===== src/sfc_pkg.sv =====
`default_nettype none

package sfc_pkg;

    // register addresses on the serial register port
    localparam logic [6:0] ADDR_TRIM_LO  = 7'h73;
    localparam logic [6:0] ADDR_TRIM_HI  = 7'h74;
    localparam logic [6:0] ADDR_BAND_INT = 7'h75;
    localparam logic [6:0] ADDR_FINE_HI  = 7'h76;
    localparam logic [6:0] ADDR_FINE_LO  = 7'h77;
    localparam logic [6:0] ADDR_HOP_CHAN = 7'h79;
    localparam logic [6:0] ADDR_HOP_STEP = 7'h7A;

    // power-on values
    localparam logic [7:0] RST_TRIM_LO  = 8'h00;
    localparam logic [1:0] RST_TRIM_HI  = 2'h0;
    localparam logic [6:0] RST_BAND_INT = 7'h35;
    localparam logic [7:0] RST_FINE_HI  = 8'hBB;
    localparam logic [7:0] RST_FINE_LO  = 8'h80;
    localparam logic [7:0] RST_HOP      = 8'h00;

    // field layout of the band / integer register, and the trim word width
    localparam int BIT_UPPER_BAND = 5;
    localparam int BIT_SIDE_BAND  = 6;
    localparam int INT_SEL_W      = 5;
    localparam int TRIM_W         = 10;

    // division arithmetic, word constants in fine-word steps of 156.25 Hz x (band+1)
    localparam int WORD_W = 25;
    typedef logic [WORD_W-1:0] sfc_word_t;
    localparam logic [4:0] INT_SEL_MAX = 5'h17;
    localparam logic [5:0] INT_OFFSET  = 6'h18;
    localparam sfc_word_t  FRAC_MOD    = 25'h000FA00;
    localparam sfc_word_t  IF_SHIFT_LB = 25'h0001770;
    localparam sfc_word_t  IF_SHIFT_HB = 25'h0000BB8;
    localparam int HOP_SHIFT_LB = 6;
    localparam int HOP_SHIFT_HB = 5;

    // timing
    localparam int CLK_MHZ    = 100;
    localparam int REF_MHZ    = 10;
    localparam int REF_DIV    = CLK_MHZ / REF_MHZ;
    localparam int SETTLE_US  = 100;
    localparam int TOTAL_US   = 200;
    localparam int BIAS_US    = 50;
    localparam int CAL_US     = TOTAL_US - BIAS_US - SETTLE_US;
    localparam int SETTLE_CYC = SETTLE_US * CLK_MHZ;
    localparam int BIAS_CYC   = BIAS_US * CLK_MHZ;
    localparam int CAL_CYC    = CAL_US * CLK_MHZ;
    localparam int CNT_W      = 16;

    typedef enum logic [5:0] {
        ST_OFF    = 6'h01,
        ST_BIAS   = 6'h02,
        ST_CAL    = 6'h04,
        ST_SETTLE = 6'h08,
        ST_TUNE   = 6'h10,
        ST_RX     = 6'h20
    } sfc_state_e;

    typedef struct packed {
        logic synth_en;
        logic xtal_en;
        logic vco_cal;
        logic rx_en;
        logic lo_ready;
    } sfc_ctrl_s;

endpackage

`default_nettype wire


===== src/sfc_synth_freq_ctrl.sv =====
// Behaviour
// - oscillator recalibrates by itself on any change of the unmodulated word (not deviation) and at power-up
// - synthesizer settling interval defaults to 100 us before receive enable
// - bias settling, calibration and settling together last 200 us
// - third-order delta-sigma at 10 MHz reference, accumulators modulo 64000
// - carrier = 10 MHz x (band+1) x (integer+24+fine/64000)
// - integer select values above 23 are stored as 23
// - upper band bypasses output halving divider, lower band halves
// - fraction built from fine word, trim word and deviation word
// - data bits shift fraction up or down by the deviation word
// - receive mode lowers synthesizer by 937.5 kHz, low-side injection
// - hop step register counts in 10 kHz units, up to 2.55 MHz
// - carrier adds step x channel x 10 kHz; channel write alone retunes
// - hop write during receive returns to tune sequence, applies new frequency
// - ten-bit trim is two's complement, 156.25 Hz x (band+1) per step
// - trim covers +-160 kHz in upper band, +-80 kHz in lower band
// - trim shifts the local oscillator
// - trim low eight bits in first register, top two in second
// - host sets only target mode; sequencer performs whole transition
// - keep-on request gives tune mode with synth and crystal enabled
`timescale 1ns/1ps
`default_nettype none

module sfc_mod_acc #(
    parameter int                     W       = 16,
    parameter logic [sfc_pkg::WORD_W-1:0] MODULUS = sfc_pkg::FRAC_MOD
) (
    input  wire logic         clk_sys, // system clock
    input  wire logic         resetn,  // async reset, low
    input  wire logic         tick,    // reference tick
    input  wire logic [W-1:0] add,     // value added each tick
    output logic      [W-1:0] acc,     // residue
    output logic              carry    // overflow of last tick
);
    logic [W-1:0] acc_q;
    logic         carry_q;
    wire  [W:0]   sum  = {1'b0, acc_q} + {1'b0, add};
    wire          wrap = sum >= MODULUS[W:0];
    wire  [W:0]   nxt  = wrap ? sum - MODULUS[W:0] : sum;

    always_ff @(posedge clk_sys or negedge resetn) begin
        if (!resetn) begin
            acc_q   <= '0;
            carry_q <= 1'b0;
        end else if (tick) begin
            acc_q   <= nxt[W-1:0];
            carry_q <= wrap;
        end
    end

    assign acc   = acc_q;
    assign carry = carry_q;
endmodule

module sfc_synth_freq_ctrl #(
    parameter int BIAS_CYC   = sfc_pkg::BIAS_CYC,
    parameter int CAL_CYC    = sfc_pkg::CAL_CYC,
    parameter int SETTLE_CYC = sfc_pkg::SETTLE_CYC
) (
    input  wire logic        clk_sys,        // 100 MHz system clock
    input  wire logic        resetn,         // async reset, low
    input  wire logic        shutdown,       // shutdown request, high
    input  wire logic [6:0]  reg_addr,       // register address
    input  wire logic        reg_wr,         // write strobe, one cycle
    input  wire logic [7:0]  reg_wdata,      // write data
    output logic      [7:0]  reg_rdata,      // read data for reg_addr
    input  wire logic        synth_keep_on,  // tune mode request
    input  wire logic        rx_on,          // receive mode request
    input  wire logic        mod_data,       // incoming data bit
    input  wire logic [7:0]  deviation_word, // deviation in fine steps
    output sfc_pkg::sfc_ctrl_s ctrl,         // analog enables
    output logic             upper_band,     // divide-by-two bypassed
    output logic      [6:0]  synth_int,      // integer division N
    output logic      [15:0] synth_frac,     // fraction F, below 64000
    output logic      [7:0]  dsm_div,        // modulated division this tick
    output logic      [2:0]  seq_state       // 0 off,1 bias,2 cal,3 settle,4 tune,5 rx
);
    localparam int CW = sfc_pkg::CNT_W;
    localparam int IW = sfc_pkg::INT_SEL_W;
    localparam int TW = sfc_pkg::TRIM_W;
    localparam int WW = sfc_pkg::WORD_W;

    // ---------------- registers ----------------
    logic [7:0]      trim_lo_q;
    logic [1:0]      trim_hi_q;
    logic [6:0]      band_int_q;
    logic [7:0]      fine_hi_q;
    logic [7:0]      fine_lo_q;
    logic [7:0]      hop_chan_q;
    logic [7:0]      hop_step_q;

    // no host writes while shut down, the contents are being restored anyway
    wire wr_ok       = reg_wr && !shutdown;
    wire wr_trim_lo  = wr_ok && (reg_addr == sfc_pkg::ADDR_TRIM_LO);
    wire wr_trim_hi  = wr_ok && (reg_addr == sfc_pkg::ADDR_TRIM_HI);
    wire wr_band_int = wr_ok && (reg_addr == sfc_pkg::ADDR_BAND_INT);
    wire wr_fine_hi  = wr_ok && (reg_addr == sfc_pkg::ADDR_FINE_HI);
    wire wr_fine_lo  = wr_ok && (reg_addr == sfc_pkg::ADDR_FINE_LO);
    wire wr_hop_chan = wr_ok && (reg_addr == sfc_pkg::ADDR_HOP_CHAN);
    wire wr_hop_step = wr_ok && (reg_addr == sfc_pkg::ADDR_HOP_STEP);

    wire [IW-1:0] int_sel_in = (reg_wdata[IW-1:0] > sfc_pkg::INT_SEL_MAX) ?
                               sfc_pkg::INT_SEL_MAX : reg_wdata[IW-1:0];
    wire [6:0] band_int_in = {reg_wdata[sfc_pkg::BIT_SIDE_BAND],
                              reg_wdata[sfc_pkg::BIT_UPPER_BAND], int_sel_in};

    // shutdown loses register contents, so restore defaults while it is held
    always_ff @(posedge clk_sys or negedge resetn) begin
        if (!resetn) begin
            trim_lo_q  <= sfc_pkg::RST_TRIM_LO;
            trim_hi_q  <= sfc_pkg::RST_TRIM_HI;
            band_int_q <= sfc_pkg::RST_BAND_INT;
            fine_hi_q  <= sfc_pkg::RST_FINE_HI;
            fine_lo_q  <= sfc_pkg::RST_FINE_LO;
            hop_chan_q <= sfc_pkg::RST_HOP;
            hop_step_q <= sfc_pkg::RST_HOP;
        end else if (shutdown) begin
            trim_lo_q  <= sfc_pkg::RST_TRIM_LO;
            trim_hi_q  <= sfc_pkg::RST_TRIM_HI;
            band_int_q <= sfc_pkg::RST_BAND_INT;
            fine_hi_q  <= sfc_pkg::RST_FINE_HI;
            fine_lo_q  <= sfc_pkg::RST_FINE_LO;
            hop_chan_q <= sfc_pkg::RST_HOP;
            hop_step_q <= sfc_pkg::RST_HOP;
        end else begin
            if (wr_trim_lo)  trim_lo_q  <= reg_wdata;
            if (wr_trim_hi)  trim_hi_q  <= reg_wdata[1:0];
            if (wr_band_int) band_int_q <= band_int_in;
            if (wr_fine_hi)  fine_hi_q  <= reg_wdata;
            if (wr_fine_lo)  fine_lo_q  <= reg_wdata;
            if (wr_hop_chan) hop_chan_q <= reg_wdata;
            if (wr_hop_step) hop_step_q <= reg_wdata;
        end
    end

    // reserved bits read back as zero
    wire [7:0] rd_sel =
        (reg_addr == sfc_pkg::ADDR_TRIM_LO)  ? trim_lo_q :
        (reg_addr == sfc_pkg::ADDR_TRIM_HI)  ? {6'h00, trim_hi_q} :
        (reg_addr == sfc_pkg::ADDR_BAND_INT) ? {1'b0, band_int_q} :
        (reg_addr == sfc_pkg::ADDR_FINE_HI)  ? fine_hi_q :
        (reg_addr == sfc_pkg::ADDR_FINE_LO)  ? fine_lo_q :
        (reg_addr == sfc_pkg::ADDR_HOP_CHAN) ? hop_chan_q :
        (reg_addr == sfc_pkg::ADDR_HOP_STEP) ? hop_step_q : 8'h00;

    // ---------------- frequency word ----------------
    wire          hb        = band_int_q[sfc_pkg::BIT_UPPER_BAND];
    wire [5:0]    int_n     = {1'b0, band_int_q[IW-1:0]} + sfc_pkg::INT_OFFSET;
    wire [15:0]   fine      = {fine_hi_q, fine_lo_q};
    wire [TW-1:0] trim      = {trim_hi_q, trim_lo_q};
    // trim steps equal fine steps in both bands, so it adds straight in
    wire [WW-1:0] trim_ext  = {{(WW-TW){trim[TW-1]}}, trim};
    wire [15:0]   hop_prod  = hop_step_q * hop_chan_q;
    // one 10 kHz unit is 64 fine steps low band, 32 high band
    wire [WW-1:0] hop_words = hb ? (WW'(hop_prod) << sfc_pkg::HOP_SHIFT_HB) :
                                   (WW'(hop_prod) << sfc_pkg::HOP_SHIFT_LB);
    wire [WW-1:0] if_shift  = !rx_on ? '0 :
                              (hb ? sfc_pkg::IF_SHIFT_HB : sfc_pkg::IF_SHIFT_LB);
    wire [WW-1:0] int_words = WW'(int_n) * sfc_pkg::FRAC_MOD;
    wire [WW-1:0] nom_word  = int_words + {9'h000, fine} + trim_ext + hop_words - if_shift;
    wire [WW-1:0] dev_ext   = {17'h00000, deviation_word};
    wire [WW-1:0] mod_word  = mod_data ? nom_word + dev_ext : nom_word - dev_ext;
    wire [WW-1:0] int_quot  = mod_word / sfc_pkg::FRAC_MOD;
    wire [WW-1:0] frac_rem  = mod_word % sfc_pkg::FRAC_MOD;

    // ---------------- sequencer ----------------
    sfc_pkg::sfc_state_e state_q, state_d;
    logic [CW-1:0]   cnt_q, cnt_d;
    // word the oscillator was last calibrated for
    logic [WW-1:0]   applied_q;

    wire cnt_done  = (cnt_q == '0);
    wire want_on   = (synth_keep_on || rx_on) && !shutdown;
    // deviation is left out so modulation never triggers a recalibration
    wire freq_chg  = (nom_word != applied_q);
    // a hop write in receive retunes even when it leaves the word unchanged
    wire hop_in_rx = (state_q == sfc_pkg::ST_RX) && (wr_hop_chan || wr_hop_step);
    wire restart   = (state_q != sfc_pkg::ST_OFF) && (freq_chg || hop_in_rx);

    always_comb begin
        state_d = state_q;
        case (state_q)
            sfc_pkg::ST_OFF: begin
                if (want_on) state_d = sfc_pkg::ST_BIAS;
            end
            sfc_pkg::ST_BIAS: begin
                if (cnt_done) state_d = sfc_pkg::ST_CAL;
            end
            sfc_pkg::ST_CAL: begin
                if (cnt_done) state_d = sfc_pkg::ST_SETTLE;
            end
            sfc_pkg::ST_SETTLE: begin
                if (cnt_done) state_d = rx_on ? sfc_pkg::ST_RX : sfc_pkg::ST_TUNE;
            end
            sfc_pkg::ST_TUNE: begin
                if (rx_on) state_d = sfc_pkg::ST_RX;
            end
            sfc_pkg::ST_RX: begin
                if (!rx_on) state_d = sfc_pkg::ST_TUNE;
            end
            default: state_d = sfc_pkg::ST_OFF;
        endcase
        if (restart) state_d = sfc_pkg::ST_BIAS;
        if (!want_on) state_d = sfc_pkg::ST_OFF;
    end

    wire entering = (state_d != state_q) || restart;

    // each phase loads its own length; the three add up to the start-up total
    wire [CW-1:0] phase_len =
        (state_d == sfc_pkg::ST_BIAS)   ? CW'(BIAS_CYC - 1) :
        (state_d == sfc_pkg::ST_CAL)    ? CW'(CAL_CYC - 1) :
        (state_d == sfc_pkg::ST_SETTLE) ? CW'(SETTLE_CYC - 1) : '0;

    always_comb begin
        cnt_d = cnt_q;
        if (entering) cnt_d = phase_len;
        else if (!cnt_done) cnt_d = cnt_q - 1'b1;
    end

    always_ff @(posedge clk_sys or negedge resetn) begin
        if (!resetn) begin
            state_q   <= sfc_pkg::ST_OFF;
            cnt_q     <= '0;
            applied_q <= '0;
        end else begin
            state_q <= state_d;
            cnt_q   <= cnt_d;
            if (state_d == sfc_pkg::ST_BIAS && entering) applied_q <= nom_word;
        end
    end

    // ---------------- delta-sigma at reference rate ----------------
    // modulator and its carries advance only on reference ticks
    logic [3:0] ref_cnt_q;
    wire        ref_tick = (ref_cnt_q == 4'(sfc_pkg::REF_DIV - 1));

    always_ff @(posedge clk_sys or negedge resetn) begin
        if (!resetn) ref_cnt_q <= '0;
        else ref_cnt_q <= ref_tick ? 4'h0 : ref_cnt_q + 4'h1;
    end

    logic [15:0] acc1, acc2;
    logic        c1, c2, c3;

    sfc_mod_acc #(.W(16)) u_acc1 (
        .clk_sys (clk_sys),
        .resetn  (resetn),
        .tick    (ref_tick),
        .add     (frac_rem[15:0]),
        .acc     (acc1),
        .carry   (c1)
    );
    sfc_mod_acc #(.W(16)) u_acc2 (
        .clk_sys (clk_sys),
        .resetn  (resetn),
        .tick    (ref_tick),
        .add     (acc1),
        .acc     (acc2),
        .carry   (c2)
    );
    sfc_mod_acc #(.W(16)) u_acc3 (
        .clk_sys (clk_sys),
        .resetn  (resetn),
        .tick    (ref_tick),
        .add     (acc2),
        .acc     (),
        .carry   (c3)
    );

    logic c2d_q, c3d_q, c3dd_q;
    // third-order noise shaping: c1 + (1-z)c2 + (1-z)^2 c3
    wire [7:0] dsm_d = {1'b0, int_quot[6:0]} + {7'h00, c1} + {7'h00, c2} - {7'h00, c2d_q}
                       + {7'h00, c3} - {6'h00, c3d_q, 1'b0} + {7'h00, c3dd_q};

    // ---------------- output flops ----------------
    logic [7:0]         rdata_q;
    sfc_pkg::sfc_ctrl_s ctrl_q, ctrl_d;
    logic               upper_band_q;
    logic [6:0]         synth_int_q;
    logic [15:0]        synth_frac_q;
    logic [7:0]         dsm_div_q;
    logic [2:0]         seq_state_q;

    always_comb begin
        ctrl_d          = '0;
        ctrl_d.synth_en = (state_d != sfc_pkg::ST_OFF);
        ctrl_d.xtal_en  = (state_d != sfc_pkg::ST_OFF);
        ctrl_d.vco_cal  = (state_d == sfc_pkg::ST_CAL);
        ctrl_d.rx_en    = (state_d == sfc_pkg::ST_RX);
        ctrl_d.lo_ready = (state_d == sfc_pkg::ST_RX) || (state_d == sfc_pkg::ST_TUNE);
    end

    wire [2:0] state_code =
        (state_d == sfc_pkg::ST_BIAS)   ? 3'h1 :
        (state_d == sfc_pkg::ST_CAL)    ? 3'h2 :
        (state_d == sfc_pkg::ST_SETTLE) ? 3'h3 :
        (state_d == sfc_pkg::ST_TUNE)   ? 3'h4 :
        (state_d == sfc_pkg::ST_RX)     ? 3'h5 : 3'h0;

    always_ff @(posedge clk_sys or negedge resetn) begin
        if (!resetn) begin
            rdata_q      <= '0;
            ctrl_q       <= '0;
            upper_band_q <= 1'b0;
            synth_int_q  <= '0;
            synth_frac_q <= '0;
            dsm_div_q    <= '0;
            seq_state_q  <= '0;
            c2d_q        <= 1'b0;
            c3d_q        <= 1'b0;
            c3dd_q       <= 1'b0;
        end else begin
            rdata_q      <= rd_sel;
            ctrl_q       <= ctrl_d;
            upper_band_q <= hb;
            synth_int_q  <= int_quot[6:0];
            synth_frac_q <= frac_rem[15:0];
            seq_state_q  <= state_code;
            if (ref_tick) begin
                dsm_div_q <= dsm_d;
                c2d_q     <= c2;
                c3d_q     <= c3;
                c3dd_q    <= c3d_q;
            end
        end
    end

    assign reg_rdata  = rdata_q;
    assign ctrl       = ctrl_q;
    assign upper_band = upper_band_q;
    assign synth_int  = synth_int_q;
    assign synth_frac = synth_frac_q;
    assign dsm_div    = dsm_div_q;
    assign seq_state  = seq_state_q;
endmodule

`default_nettype wire


===== config.mk =====
export PLATFORM = sky130hd
export DESIGN_NAME = sfc_synth_freq_ctrl
export DESIGN_NICKNAME = d
export VERILOG_FILES = /design/src/sfc_pkg.sv /design/src/sfc_synth_freq_ctrl.sv
export SDC_FILE = /design/constraint.sdc
export NUM_CORES = 1
export LEC_CHECK = 0
export BUFFER_PORTS_ARGS = -buffer_cell sky130_fd_sc_hd__buf_4
export CORE_MARGIN = 2
export CORE_UTILIZATION = 50
export DETAILED_ROUTE_END_ITERATION = 12
export PLACE_DENSITY = 0.75
export SYNTH_ARGS = -nofsm -noshare
export SYNTH_HDL_FRONTEND = slang
export SYNTH_HIERARCHICAL = 1
export SYNTH_SLANG_ARGS = --single-unit

===== constraint.sdc =====
create_clock -name clk_sys -period 39 [get_ports clk_sys]
set_clock_uncertainty 0.05 [all_clocks]
set_input_delay 1.95 -clock clk_sys [delete_from_list [all_inputs] [get_ports clk_sys]]
set_output_delay 1.95 -clock clk_sys [all_outputs]
set_load 0.005 [all_outputs]

==> out/summary.txt <==
Post-synth EDFFs - 0
H-tree Lvls - 1
clk root buf - clkbuf_16
DIE WIDTH - 214 um
mux cell area share after synthesis - 5.64%
CTS tree - yes
RSZ-0062 raised after global routing - no
dpl ws - 19.95 ns
slowest library cell on the worst path - nor4_2
Synth Area in Simple Gates - 17.2%
vias per inst - 5.93
CP Launch Type - flop
max cap viols - 0
Max clock buf depth - 3
clk_lat worst skew - 0.57 ns
xor/xnor share of the synthesized area - 7.88%
worst setup margin - 19.81 ns
synth cell count leaders - inv_1, nand2_1, ha_1
Synth area leaders - dfrtp_1, ha_1, fa_1, xnor2_1, a21oi_1
Post-Syn Area - 22000 sq um
vias in the first global route - 18100
WS Path Type - reg2reg
post-synthesis register bit count - 201
clk slew on worst S/H paths - 0.06 ns
Post-Synthesis Cells - 2510
cell accounting for the most synthesized area - dfrtp_1
GR Overflow Total - 0
via count - 18500
Die Area - 45600 sq um
Unique masters post-synth - 119
TritonCTS Buffers - 26
final worst path period need - 19.19 ns
Synth Area in Compound Gates - 21.8%
Initial Utilization - 50.9%
Nets - 2830
GRT Util Overall - 24.1%
number of synthesis warnings - 6
nature of the critical path endpoint - flop
wire per inst - 17.5 um
Antenna Nets Post-Route - 0
largest family of logic cells by synthesized area - compound AO/OA/AOI/OAI gates
CP arrival - 19.58 ns
Layout area overhead - 7.85%
Critical Path RT - 39.39 ns
FFs w/ async S/R, synth - 100%
Max Fanout on Critical Path - 17
IO Pins - 78
share of layout cells above drive strength 1 - 12.0%
initial antenna violation count - 1
status - completed
drc violations - 0
Synth Area in Adders - 18.8%
first-pass GRT wire length - 90600 um
Worst Max-Slew Pin Slew - 1.35 ns
type of the most critical hold path - reg2reg
final WL - 54700 um
hold slack - 0.429 ns
Final Slew Violations - 0
Iter 0 DRT Violations - 1172
slew margin rel. - 9.42%
Final setup viols - 0
most frequent cell after synthesis - inv_1
Syn Area/Cell - 8.75 sq um
CP max stage delay - 0.78 ns
DR pass1 iterations - 5
Syn Nets - 2818
post-synthesis sequential area ratio - 23.0%
number of hold buffers added after CTS - 0
setup bufs post-CTS - 0
ys flop type - dfrtp_1
post-synth top area share - 21.5%
largest net degree at the start of global routing - 88
HPWL after DPL - 42700 um
chip height - 214 um
Final Cycle Share - 49.2%
CTS Sinks - 201
fmax - 0.0521 GHz
CORE AREA - 43200 sq um
CTS resizes - 0
Sum Neg Setup Slack - 0 ns
Port Buffers - 77
Std-Cell Rows - 76
GP Congestion - 0.921
final-report hold violation count - 0
kinds of logic (layout without fill, tap and decap cells):
kind of cell	Yosys count	count (layout)
multiplexers	114	114
adder cells (fa/ha/maj)	280	280
AO/OA/AOI/OAI	666	666
flip-flops	201	201
buffers and inverters	316	346
AND/OR/NAND/NOR	738	738
XOR/XNOR	195	195
other	0	1
critical path: cells and delay by family, from the launching register on:
kind,cells,cell delay [ns]
simple gates,16,4.76
compound gates,25,6.56
mux,3,1.15
xor+xnor,5,1.14
flops,1,0.47
fa+ha+maj,10,4.58
buf+inv,6,0.30
state kept, by name, indices dropped and copies added (netlist names), 4 cells and up:
name and flops:
fine_lo_q 8, band_int_q 7, ctrl 4, hop_step_q 8, ref_cnt_q 4, u_acc3/acc 16, trim_lo_q 8, u_acc1/acc 16
fine_hi_q 8, u_acc2/acc 16, hop_chan_q 8, synth_int 7, state_q 6, cnt_q 16, reg_rdata 8, applied_q 25
synth_frac 16, dsm_div 8
worst paths after layout:
path	startpoint	endpoint	slack (ns)	depth (start not counted)
worst min-delay path	dsm_div[1]	dsm_div[1]	0.43	2
worst max-delay path	hop_step_q[3]	u_acc1/acc[12]	19.81	65
worst min register to register	dsm_div[1]	dsm_div[1]	0.43	2
worst max register to register	hop_step_q[3]	u_acc1/acc[12]	19.81	65
min in group asynchronous	resetn	ref_cnt_q[2]	1.36	1
max in group asynchronous	resetn	u_acc1/acc[1]	36.18	2
through the flow:
step                util, %  std cells  area [sq um]
finish                 54.8       3126         23700
floorplan                 -       2510         22000
CTS                    54.8       3125         23700
global route           54.8       3126         23700
detailed placement     53.0       3079         22900
global placement       53.0       3079         22900
placed cells by master, fill, tap and decap left out, drive strengths merged, types with 41 or more instances in the layout:
cell type,n
a21o,41
a21oi,188
and2,70
buf,86
dfrtp,189
fa,84
ha,194
inv,213
mux2,74
nand2,207
nand3,48
nand4,43
nor2,164
nor3,48
o21ai,128
xnor2,116
xor2,79
final cells by class:
class	instances	area (sq um)
timing repair buffer	87	659
sequential	201	5040
clock buffer	39	741
antenna	1	2.50
clock inverter	7	43.8
fill	4020	19500
tap	585	732
multi-input combinational	1993	15700
inverter	213	800
per-layer routing:
layer | vias up | track usage [%] | share of wire [%]
li1 | 8977 | - | -
met1 | 8963 | 31.7 | 44
met2 | 500 | 41.5 | 48
met3 | 85 | 2.75 | 5.1
met4 | 0 | 7.52 | 2.9
met5 | - | 0 | 0
Power is not shown: default switching activity piles up to over one toggle a cycle in this logic, so the estimate is an artifact.
